## config.mk

```make
export PLATFORM = sky130hd
export DESIGN_NAME = ise_core
export DESIGN_NICKNAME = d
export VERILOG_FILES = /design/src/hw/ise_hold.v /design/src/hw/ise_core.v
export VERILOG_INCLUDE_DIRS = /design/src /design/src/hw
export SDC_FILE = /design/constraint.sdc
export NUM_CORES = 1
export LEC_CHECK = 0
export ABC_CLOCK_PERIOD_IN_PS = 2500
export BUFFER_PORTS_ARGS = -buffer_cell sky130_fd_sc_hd__buf_2
export CAP_MARGIN = 0
export CELL_PAD_IN_SITES_DETAIL_PLACEMENT = 0
export CELL_PAD_IN_SITES_GLOBAL_PLACEMENT = 1
export CORE_MARGIN = 2
export CORE_UTILIZATION = 36
export CTS_CLUSTER_DIAMETER = 50
export DETAILED_ROUTE_END_ITERATION = 12
export HOLD_SLACK_MARGIN = 0.1
export PLACE_DENSITY = 0.74
export SLEW_MARGIN = 20
export SYNTH_ARGS = -nofsm -noshare
export SYNTH_HDL_FRONTEND = slang
export SYNTH_SLANG_ARGS = --single-unit
```

## constraint.sdc

```tcl
create_clock -name clk -period 2.5 [get_ports clk]
set_input_delay 0.125 -clock clk [delete_from_list [all_inputs] [get_ports clk]]
set_output_delay 0.125 -clock clk [all_outputs]
set_load 0.01 [all_outputs]
```

## src/hw/ise_defs.vh

```
// constants for the instruction subset execution block
// assumes a single clock domain and plain-port control, no register bus
`ifndef ISE_DEFS_VH
`define ISE_DEFS_VH

// opcode patterns
`define ISE_CLEAR_FILE_REGISTER_HI 7'b011_0101
`define ISE_RLNC_HI 6'b01_0001
`define ISE_RRC_HI 6'b00_1100
`define ISE_CLEAR_WATCHDOG_OP_OP 16'h0004
`define ISE_PROGRAM_STORE_WRITE_HI 14'h0003

// operand bit positions
`define ISE_BIT_A 8
`define ISE_BIT_D 9

// table pointer modes in the two low opcode bits
`define ISE_PM_KEEP 2'h0
`define ISE_PM_POSTINC 2'h1
`define ISE_PM_POSTDEC 2'h2
`define ISE_PM_PREINC 2'h3

// access bank split: low half in bank 0, high half in the top bank
`define ISE_ACC_SPLIT 8'h80
`define ISE_ACC_LO_BANK 4'h0
`define ISE_ACC_HI_BANK 4'hf

// widths and the holding register count
`define ISE_PTR_W 21
`define ISE_WDT_W 8
`define ISE_HOLD_N 8

// reset values and the watchdog top count
`define ISE_PTR_RST 21'h00_0000
`define ISE_BYTE_RST 8'h00
`define ISE_WDT_MAX 8'hff

// timing: quarter cycles per instruction cycle
`define ISE_QUARTERS 4

`endif

```

## src/hw/ise_hold.v

```verilog
// eight holding registers that stage bytes for program memory
// assumes the caller gives a one-cycle write strobe with index and data
`timescale 1ns/1ns
`include "ise_defs.vh"
module ise_hold (
  input wire clk,
  input wire rst,
  input wire wr_en,
  input wire [2:0] wr_index,
  input wire [7:0] wr_data,
  output wire [63:0] hold_flat
);

  // staging store, one byte per slot
  reg [7:0] hold_reg [0:`ISE_HOLD_N-1];

  genvar i;
  generate
    for (i = 0; i < `ISE_HOLD_N; i = i + 1) begin : g_slot
      // slot number at the index width, so the compare needs no genvar slice
      localparam [2:0] SLOT = i;
      // one slot: written only when its index is selected
      always @(posedge clk) begin
        if (rst) begin
          hold_reg[i] <= `ISE_BYTE_RST;
        end else if (wr_en && (wr_index == SLOT)) begin
          hold_reg[i] <= wr_data;
        end
      end
      assign hold_flat[8*i+7:8*i] = hold_reg[i];
    end
  endgenerate

endmodule // ise_hold

```

## src/hw/ise_core.v

```verilog
// executes a small instruction subset on a quarter-cycle sequencer
// assumes an external data file with one-cycle registered read
`timescale 1ns/1ns
`include "ise_defs.vh"
module ise_core (
  input wire clk,
  input wire rst,
  input wire instr_valid,
  input wire [15:0] instr_word,
  input wire [3:0] bank_select_register,
  input wire [7:0] file_rdata,
  input wire ptr_load,
  input wire [20:0] ptr_load_value,
  input wire latch_load,
  input wire [7:0] latch_load_value,
  input wire wdt_tick,
  input wire sleep_entered,
  output wire busy,
  output wire done,
  output wire illegal,
  output wire [11:0] file_addr,
  output wire file_re,
  output wire file_we,
  output wire [7:0] file_wdata,
  output wire [7:0] w_acc,
  output wire flag_c,
  output wire flag_z,
  output wire flag_n,
  output wire expiry_flag,
  output wire sleep_entry_flag,
  output wire [7:0] watchdog_counter,
  output wire [7:0] watchdog_post,
  output wire watchdog_expired,
  output wire [20:0] program_byte_pointer,
  output wire [7:0] program_byte_latch,
  output wire byte_is_high,
  output wire [63:0] hold_data
);

  // one-hot sequencer states
  localparam [4:0] ST_IDLE = 5'b0_0001;
  localparam [4:0] ST_Q1 = 5'b0_0010;
  localparam [4:0] ST_Q2 = 5'b0_0100;
  localparam [4:0] ST_Q3 = 5'b0_1000;
  localparam [4:0] ST_Q4 = 5'b1_0000;

  // one-hot operation codes
  localparam [5:0] OP_NONE = 6'b00_0001;
  localparam [5:0] OP_CLEAR_FILE_REGISTER = 6'b00_0010;
  localparam [5:0] OP_CLEAR_WATCHDOG_OP = 6'b00_0100;
  localparam [5:0] OP_RLNC = 6'b00_1000;
  localparam [5:0] OP_RRC = 6'b01_0000;
  localparam [5:0] OP_PROGRAM_STORE_WRITE = 6'b10_0000;

  // sequencer and instruction state
  reg [4:0] state_reg; // current quarter
  reg [15:0] ir_reg; // latched instruction word
  reg [5:0] op_reg; // decoded operation
  reg second_reg; // second instruction cycle of a store write
  reg busy_reg; // instruction in flight
  reg done_reg; // end-of-instruction pulse
  reg illegal_reg; // unsupported opcode pulse

  // data file access
  reg [11:0] addr_reg; // banked file address
  reg re_reg; // read strobe, high in the read quarter
  reg we_reg; // write strobe, high in the write quarter
  reg [7:0] wdata_reg; // write data

  // processing results
  reg [7:0] res_reg; // result byte
  reg res_c_reg; // pending carry
  reg to_file_reg; // result goes to the file
  reg [7:0] w_reg; // accumulator
  reg c_reg; // carry flag
  reg z_reg; // all-bits-clear flag
  reg n_reg; // result-msb flag

  // watchdog and power flags
  reg [7:0] wdt_reg; // watchdog count
  reg [7:0] post_reg; // postscaler count
  reg expired_reg; // time-out pulse
  reg expiry_reg; // time-out status, low after a time-out
  reg sleep_reg; // power-down status, low after sleep entry

  // table path
  reg [20:0] ptr_reg; // byte pointer into program memory
  reg [7:0] latch_reg; // byte latch
  reg [7:0] latch_cap_reg; // latch value read in the second cycle
  reg hold_we_reg; // holding register write strobe
  reg [2:0] hold_idx_reg; // holding register index

  // decode an instruction word into a one-hot operation
  function [5:0] decode_op;
    input [15:0] word;
    begin
      if (word[15:9] == `ISE_CLEAR_FILE_REGISTER_HI) begin
        decode_op = OP_CLEAR_FILE_REGISTER;
      end else if (word == `ISE_CLEAR_WATCHDOG_OP_OP) begin
        decode_op = OP_CLEAR_WATCHDOG_OP;
      end else if (word[15:10] == `ISE_RLNC_HI) begin
        decode_op = OP_RLNC;
      end else if (word[15:10] == `ISE_RRC_HI) begin
        decode_op = OP_RRC;
      end else if (word[15:2] == `ISE_PROGRAM_STORE_WRITE_HI) begin
        decode_op = OP_PROGRAM_STORE_WRITE;
      end else begin
        decode_op = OP_NONE;
      end
    end
  endfunction

  // form the banked address from the access bit, bank and offset
  function [11:0] bank_addr;
    input acc_n;
    input [3:0] bank;
    input [7:0] offs;
    begin
      if (acc_n) begin
        bank_addr = {bank, offs};
      end else if (offs < `ISE_ACC_SPLIT) begin
        bank_addr = {`ISE_ACC_LO_BANK, offs};
      end else begin
        bank_addr = {`ISE_ACC_HI_BANK, offs};
      end
    end
  endfunction

  // combinational decode of the latched word
  wire [5:0] op_dec = decode_op(ir_reg);
  wire [1:0] ptr_mode = ir_reg[1:0];
  wire is_tbl = (op_reg == OP_PROGRAM_STORE_WRITE);
  wire clear_watchdog_op_commit = (state_reg == ST_Q4) && (op_reg == OP_CLEAR_WATCHDOG_OP);

  // quarter-cycle sequencer and instruction datapath
  always @(posedge clk) begin
    if (rst) begin
      state_reg <= ST_IDLE;
      ir_reg <= 16'h0000;
      op_reg <= OP_NONE;
      second_reg <= 1'b0;
      busy_reg <= 1'b0;
      done_reg <= 1'b0;
      illegal_reg <= 1'b0;
      addr_reg <= 12'h000;
      re_reg <= 1'b0;
      we_reg <= 1'b0;
      wdata_reg <= 8'h00;
      res_reg <= 8'h00;
      res_c_reg <= 1'b0;
      to_file_reg <= 1'b0;
      w_reg <= 8'h00;
      c_reg <= 1'b0;
      z_reg <= 1'b0;
      n_reg <= 1'b0;
      ptr_reg <= `ISE_PTR_RST;
      latch_reg <= `ISE_BYTE_RST;
      latch_cap_reg <= `ISE_BYTE_RST;
      hold_we_reg <= 1'b0;
      hold_idx_reg <= 3'h0;
    end else begin
      // pulses default low
      done_reg <= 1'b0;
      illegal_reg <= 1'b0;
      case (state_reg)
        ST_IDLE: begin
          // side loads of pointer and latch only between instructions
          if (ptr_load) begin
            ptr_reg <= ptr_load_value;
          end
          if (latch_load) begin
            latch_reg <= latch_load_value;
          end
          if (instr_valid) begin
            ir_reg <= instr_word;
            busy_reg <= 1'b1;
            second_reg <= 1'b0;
            state_reg <= ST_Q1;
          end
        end
        ST_Q1: begin
          // decode and present the file address
          op_reg <= op_dec;
          addr_reg <= bank_addr(ir_reg[`ISE_BIT_A], bank_select_register, ir_reg[7:0]);
          if (!second_reg && ((op_dec == OP_CLEAR_FILE_REGISTER) || (op_dec == OP_RLNC) ||
              (op_dec == OP_RRC))) begin
            re_reg <= 1'b1;
          end
          state_reg <= ST_Q2;
        end
        ST_Q2: begin
          // file read quarter; store write reads the latch here
          re_reg <= 1'b0;
          if (is_tbl && second_reg) begin
            latch_cap_reg <= latch_reg;
          end
          state_reg <= ST_Q3;
        end
        ST_Q3: begin
          // process the data read in the previous quarter
          case (op_reg)
            OP_CLEAR_FILE_REGISTER: begin
              res_reg <= 8'h00;
              to_file_reg <= 1'b1;
              wdata_reg <= 8'h00;
              we_reg <= 1'b1;
            end
            OP_RLNC: begin
              res_reg <= {file_rdata[6:0], file_rdata[7]};
              to_file_reg <= ir_reg[`ISE_BIT_D];
              wdata_reg <= {file_rdata[6:0], file_rdata[7]};
              we_reg <= ir_reg[`ISE_BIT_D];
            end
            OP_RRC: begin
              res_reg <= {c_reg, file_rdata[7:1]};
              res_c_reg <= file_rdata[0];
              to_file_reg <= ir_reg[`ISE_BIT_D];
              wdata_reg <= {c_reg, file_rdata[7:1]};
              we_reg <= ir_reg[`ISE_BIT_D];
            end
            OP_PROGRAM_STORE_WRITE: begin
              // strobe the holding write in the last quarter of cycle two
              if (second_reg) begin
                hold_idx_reg <= ptr_reg[2:0];
                hold_we_reg <= 1'b1;
              end
            end
            default: begin
              to_file_reg <= 1'b0;
            end
          endcase
          state_reg <= ST_Q4;
        end
        ST_Q4: begin
          // write quarter: the file write lands on this edge
          we_reg <= 1'b0;
          hold_we_reg <= 1'b0;
          case (op_reg)
            OP_CLEAR_FILE_REGISTER: begin
              z_reg <= 1'b1;
            end
            OP_RLNC: begin
              if (!to_file_reg) begin
                w_reg <= res_reg;
              end
              n_reg <= res_reg[7];
              z_reg <= (res_reg == 8'h00);
            end
            OP_RRC: begin
              if (!to_file_reg) begin
                w_reg <= res_reg;
              end
              c_reg <= res_c_reg;
              n_reg <= res_reg[7];
              z_reg <= (res_reg == 8'h00);
            end
            OP_PROGRAM_STORE_WRITE: begin
              // pointer moves one byte either side of the holding write; keep mode leaves it unchanged
              if (!second_reg && (ptr_mode == `ISE_PM_PREINC)) begin
                ptr_reg <= ptr_reg + 21'h00_0001;
              end else if (second_reg && (ptr_mode == `ISE_PM_POSTINC)) begin
                ptr_reg <= ptr_reg + 21'h00_0001;
              end else if (second_reg && (ptr_mode == `ISE_PM_POSTDEC)) begin
                ptr_reg <= ptr_reg - 21'h00_0001;
              end
            end
            OP_NONE: begin
              illegal_reg <= 1'b1;
            end
            default: begin
              illegal_reg <= 1'b0;
            end
          endcase
          if (is_tbl && !second_reg) begin
            second_reg <= 1'b1;
            state_reg <= ST_Q1;
          end else begin
            second_reg <= 1'b0;
            busy_reg <= 1'b0;
            done_reg <= 1'b1;
            state_reg <= ST_IDLE;
          end
        end
        default: begin
          state_reg <= ST_IDLE;
        end
      endcase
    end
  end

  // watchdog counter with postscaler; clearing wins over a tick
  always @(posedge clk) begin
    if (rst) begin
      wdt_reg <= 8'h00;
      post_reg <= 8'h00;
      expired_reg <= 1'b0;
    end else if (clear_watchdog_op_commit) begin
      wdt_reg <= 8'h00;
      post_reg <= 8'h00;
      expired_reg <= 1'b0;
    end else begin
      expired_reg <= 1'b0;
      if (wdt_tick) begin
        post_reg <= post_reg + 8'h01;
        if (post_reg == `ISE_WDT_MAX) begin
          wdt_reg <= wdt_reg + 8'h01;
          if (wdt_reg == `ISE_WDT_MAX) begin
            expired_reg <= 1'b1;
          end
        end
      end
    end
  end

  // status flags: clear-watchdog sets, time-out or sleep clears
  always @(posedge clk) begin
    if (rst) begin
      expiry_reg <= 1'b1;
      sleep_reg <= 1'b1;
    end else begin
      if (clear_watchdog_op_commit) begin
        expiry_reg <= 1'b1;
      end else if (expired_reg) begin
        expiry_reg <= 1'b0;
      end
      if (clear_watchdog_op_commit) begin
        sleep_reg <= 1'b1;
      end else if (sleep_entered) begin
        sleep_reg <= 1'b0;
      end
    end
  end

  // holding register bank
  ise_hold u_hold (
    .clk(clk),
    .rst(rst),
    .wr_en(hold_we_reg),
    .wr_index(hold_idx_reg),
    .wr_data(latch_cap_reg),
    .hold_flat(hold_data)
  );

  // outputs straight from flip-flops
  assign busy = busy_reg;
  assign done = done_reg;
  assign illegal = illegal_reg;
  assign file_addr = addr_reg;
  assign file_re = re_reg;
  assign file_we = we_reg;
  assign file_wdata = wdata_reg;
  assign w_acc = w_reg;
  assign flag_c = c_reg;
  assign flag_z = z_reg;
  assign flag_n = n_reg;
  assign expiry_flag = expiry_reg;
  assign sleep_entry_flag = sleep_reg;
  assign watchdog_counter = wdt_reg;
  assign watchdog_post = post_reg;
  assign watchdog_expired = expired_reg;
  assign program_byte_pointer = ptr_reg;
  assign program_byte_latch = latch_reg;
  assign byte_is_high = ptr_reg[0];

endmodule // ise_core

```

==> metrics.csv <==
stage;metric;value;unit
clocking;clk_latency;0.43;ns
timing;worst_pin_slew;0.816;ns
logic_synthesis;synth_top_family_by_area;simple AND/OR/NAND/NOR gates;
timing;finalSetupViolCount;0;
global_routing;first_global_vias;6904;
setup_path;start_kind;flop;
route;wl_per_cell;15.9;um
die;io_pins;213;
logic_synthesis;synth_edf_count;64;
logic_synthesis;yosys.area_share.xor_xnor;1.79;%
die;die_h;156;um
logic_synthesis;yosys-mux-area-fraction;2.65;%
route;final_antenna_net_count;0;
global_routing;globalRouteTotalUtil;18.8;%
cells_and_area;antennaDiodeCount;0;
die;start_util;36.7;%
route;drt-vias-per-instance;5.06;
cells_and_area;finalNetCount;1226;
timing;skew;0.0132;ns
clocking;cts_tree;built;
min_path;hold_depth;3;
power;power_density;744;nW/um^2
route;wl;23.1;mm
global_routing;grt_max_degree;54;
cells_and_area;largest_reg_flops;64;
setup_path;arrival;2.71;ns
die;chipWidth;156;um
timing;hold_ws;0.129;ns
job;max-cap-violations;0;
cells_and_area;fin_util;49.0;%
logic_synthesis;synth-simple-area-share;23.9;%
min_path;hold_class;input pin to flop;
logic_synthesis;async_reset_ff_share;0;%
clocking;clkTransAtPathRegs;0.08;ns
route;num_vias;7370;
setup_path;r2r.worst_path.cells;7;
timing;slew_headroom;45.5;%
die;core-area;22600;um^2
logic_synthesis;ys_types;63;
logic_synthesis;syn_nets;943;
global_routing;antenna_found_initial;0;
placed_design;io_buffers;212;
logic_synthesis;ys.flop_type;dfxtp_1;
timing;post-route-period-util;95.8;%
logic_synthesis;syn_area;8300;um^2
placed_design;gp_congestion;0.847;
timing;fmax;418;MHz
timing;slew_viol_final;0;
die;rows;55;
cells_and_area;drive_gt1_share;25.0;%
global_routing;grt_pass1_wl;36.5;mm
setup_path;cp_max_fo;20;
clocking;h-tree-depth;4;
logic_synthesis;synthCells;875;
route;drt_iter0_drc;322;
clocking;cts_buffer_depth;2;
clocking;root_buffer;clkbuf_16;
power;p_leak;4.49;nW
placed_design;dp_hpwl;16.2;mm
timing;hold_viol;0;
setup_path;end_kind;flop;
clocking;cts_made_buffers;17;
global_routing;grt_overflow;0;
die;die-area;24300;um^2
logic_synthesis;avgSynthCellArea;9.48;um^2
clocking;clkSinkCount;190;
setup_path;path_class;flop to flop;
timing;setup_tns;0;ns
power;ir_worst_vdd;0.420;mV
logic_synthesis;synth-seq-cells;190;
timing;layout_min_cycle_time;2.39;ns
route;drt_first_pass_iters;5;
cells_and_area;syn2layout_area_growth;33.6;%
logic_synthesis;yosys_warnings;0;
power;finalPower;0.00825;W
logic_synthesis;synth_compound_area_share;14.0;%
route;drc;0;
logic_synthesis;synthAdderAreaFrac;0.603;%
setup_path;critPathRequiredTime;2.81;ns
logic_synthesis;seq_area_frac_synth;53.6;%
status;outcome;completed;
timing;grt_setup_unrepaired;yes;
placed cells by master (no fill, tap or decap), drive strengths merged, types with 3 or more instances in the layout:
cell type and n:
nor2 94, a22oi 12, edfxtp 64, nand2b 8, nor3 31, and4 3, nand2 86, buf 247
o32ai 12, dlygate4sd3 69, a21o 3, clkinv 5, o31ai 4, o21bai 6, o21ai 10, or3 7
a31oi 6, and3 10, nor2b 3, inv 28, o31a 6, nand3 40, or4 3, ha 4
a32oi 5, nand4 12, dfxtp 126, mux2i 22, a21oi 74, nor4 17, xor2 10, a211oi 15
xnor2 7, and2 67, clkbuf 17
routing by layer:
layer  vias to the layer above  wire [um]  global-route usage (%)
li1                       3707          -                       -
met1                      3458      10900                    25.6
met2                       191      11000                    30.9
met3                        14        999                    3.50
met4                         0        216                    5.02
met5                         -          0                       0
worst max-delay path, stage by stage (launching register included):
cell,delay (ns)
dfxtp_1,0.31
or4_4,0.54
or3b_1,0.47
o32ai_4,0.32
buf_12,0.19
a21bo_1,0.21
a22oi_1,0.18
nor2_1,0.06
per-stage QoR:
stage / setup slack [ns] / instance area [um^2] / cells
6_report: 0.106 / 11100 / 1456
2_1_floorplan: 0.180 / 8300 / 875
4_1_cts: 0.0497 / 11100 / 1454
3_3_place_gp: 0.135 / 9770 / 1353
5_1_grt: -0.00707 / 11100 / 1456
3_5_place_dp: 0.0560 / 9770 / 1353
timing repair:
| action | 4_1_cts | 5_1_grt |
|---|---|---|
| buffers inserted | 0 | 2 |
| endpoints found under the setup margin | 0 | 19 |
| hold buffers | 69 | 0 |
| gates resized for setup | 0 | 5 |
| hold endpoints to repair | 64 | 0 |
Yosys cell counts (3+ instances only):
library cell / number / area (um^2)
edfxtp_1: 64 / 1920
xor2_1: 10 / 87.6
nand4_1: 12 / 75.1
inv_1: 20 / 75.1
a31oi_1: 6 / 37.5
nand2_1: 86 / 323
mux2i_1: 22 / 220
a211oi_1: 15 / 113
nor2_1: 93 / 349
nor4_1: 17 / 106
and4_1: 3 / 26.3
and2_1: 67 / 419
nand3_1: 40 / 200
o32ai_1: 11 / 96.3
clkbuf_1: 46 / 173
ha_1: 4 / 50.1
a32oi_1: 5 / 43.8
xnor2_1: 7 / 61.3
o21bai_1: 6 / 45.0
and3_1: 10 / 62.6
o31ai_1: 4 / 30.0
a21oi_1: 74 / 370
nor3_1: 31 / 155
nand2b_1: 8 / 50.1
o21ai_0: 10 / 50.1
or3_1: 7 / 43.8
nor2b_1: 3 / 18.8
a22oi_1: 12 / 90.1
o31a_1: 6 / 52.6
a21o_1: 3 / 22.5
dfxtp_1: 126 / 2520
power by group:
part | switching [W] | internal, W
clock network | 0.00133 | 0.00139
registers | 0.000240 | 0.00340
logic | 0.00107 | 0.000813
logic make-up after synthesis:
group	Yosys count
and+or+nand+nor	396
AOI/OAI and AO/OA	174
adders and majority gates	4
DFF	190
xor gates and xnor gates	17
muxes	22
buffers and inverters	72
area by class of cell:
class	count	area, um^2
multi-input combinational	613	3590
tap	285	357
clock buffer	17	425
sequential	190	4440
timing repair buffer	316	2030
clock inverter	15	165
fill	2183	11600
inverter	20	75.1
final timing paths:
check                startpoint                       to  slack, ns
setup / recovery      op_reg[0]  program_byte_pointer[8]       0.11
hold / removal    file_rdata[7]               res_reg[6]       0.13
setup reg to reg      op_reg[0]  program_byte_pointer[8]       0.11
hold reg to reg     expiry_flag              expiry_flag       0.45
Note: power is estimated with default switching activity, not from simulation.
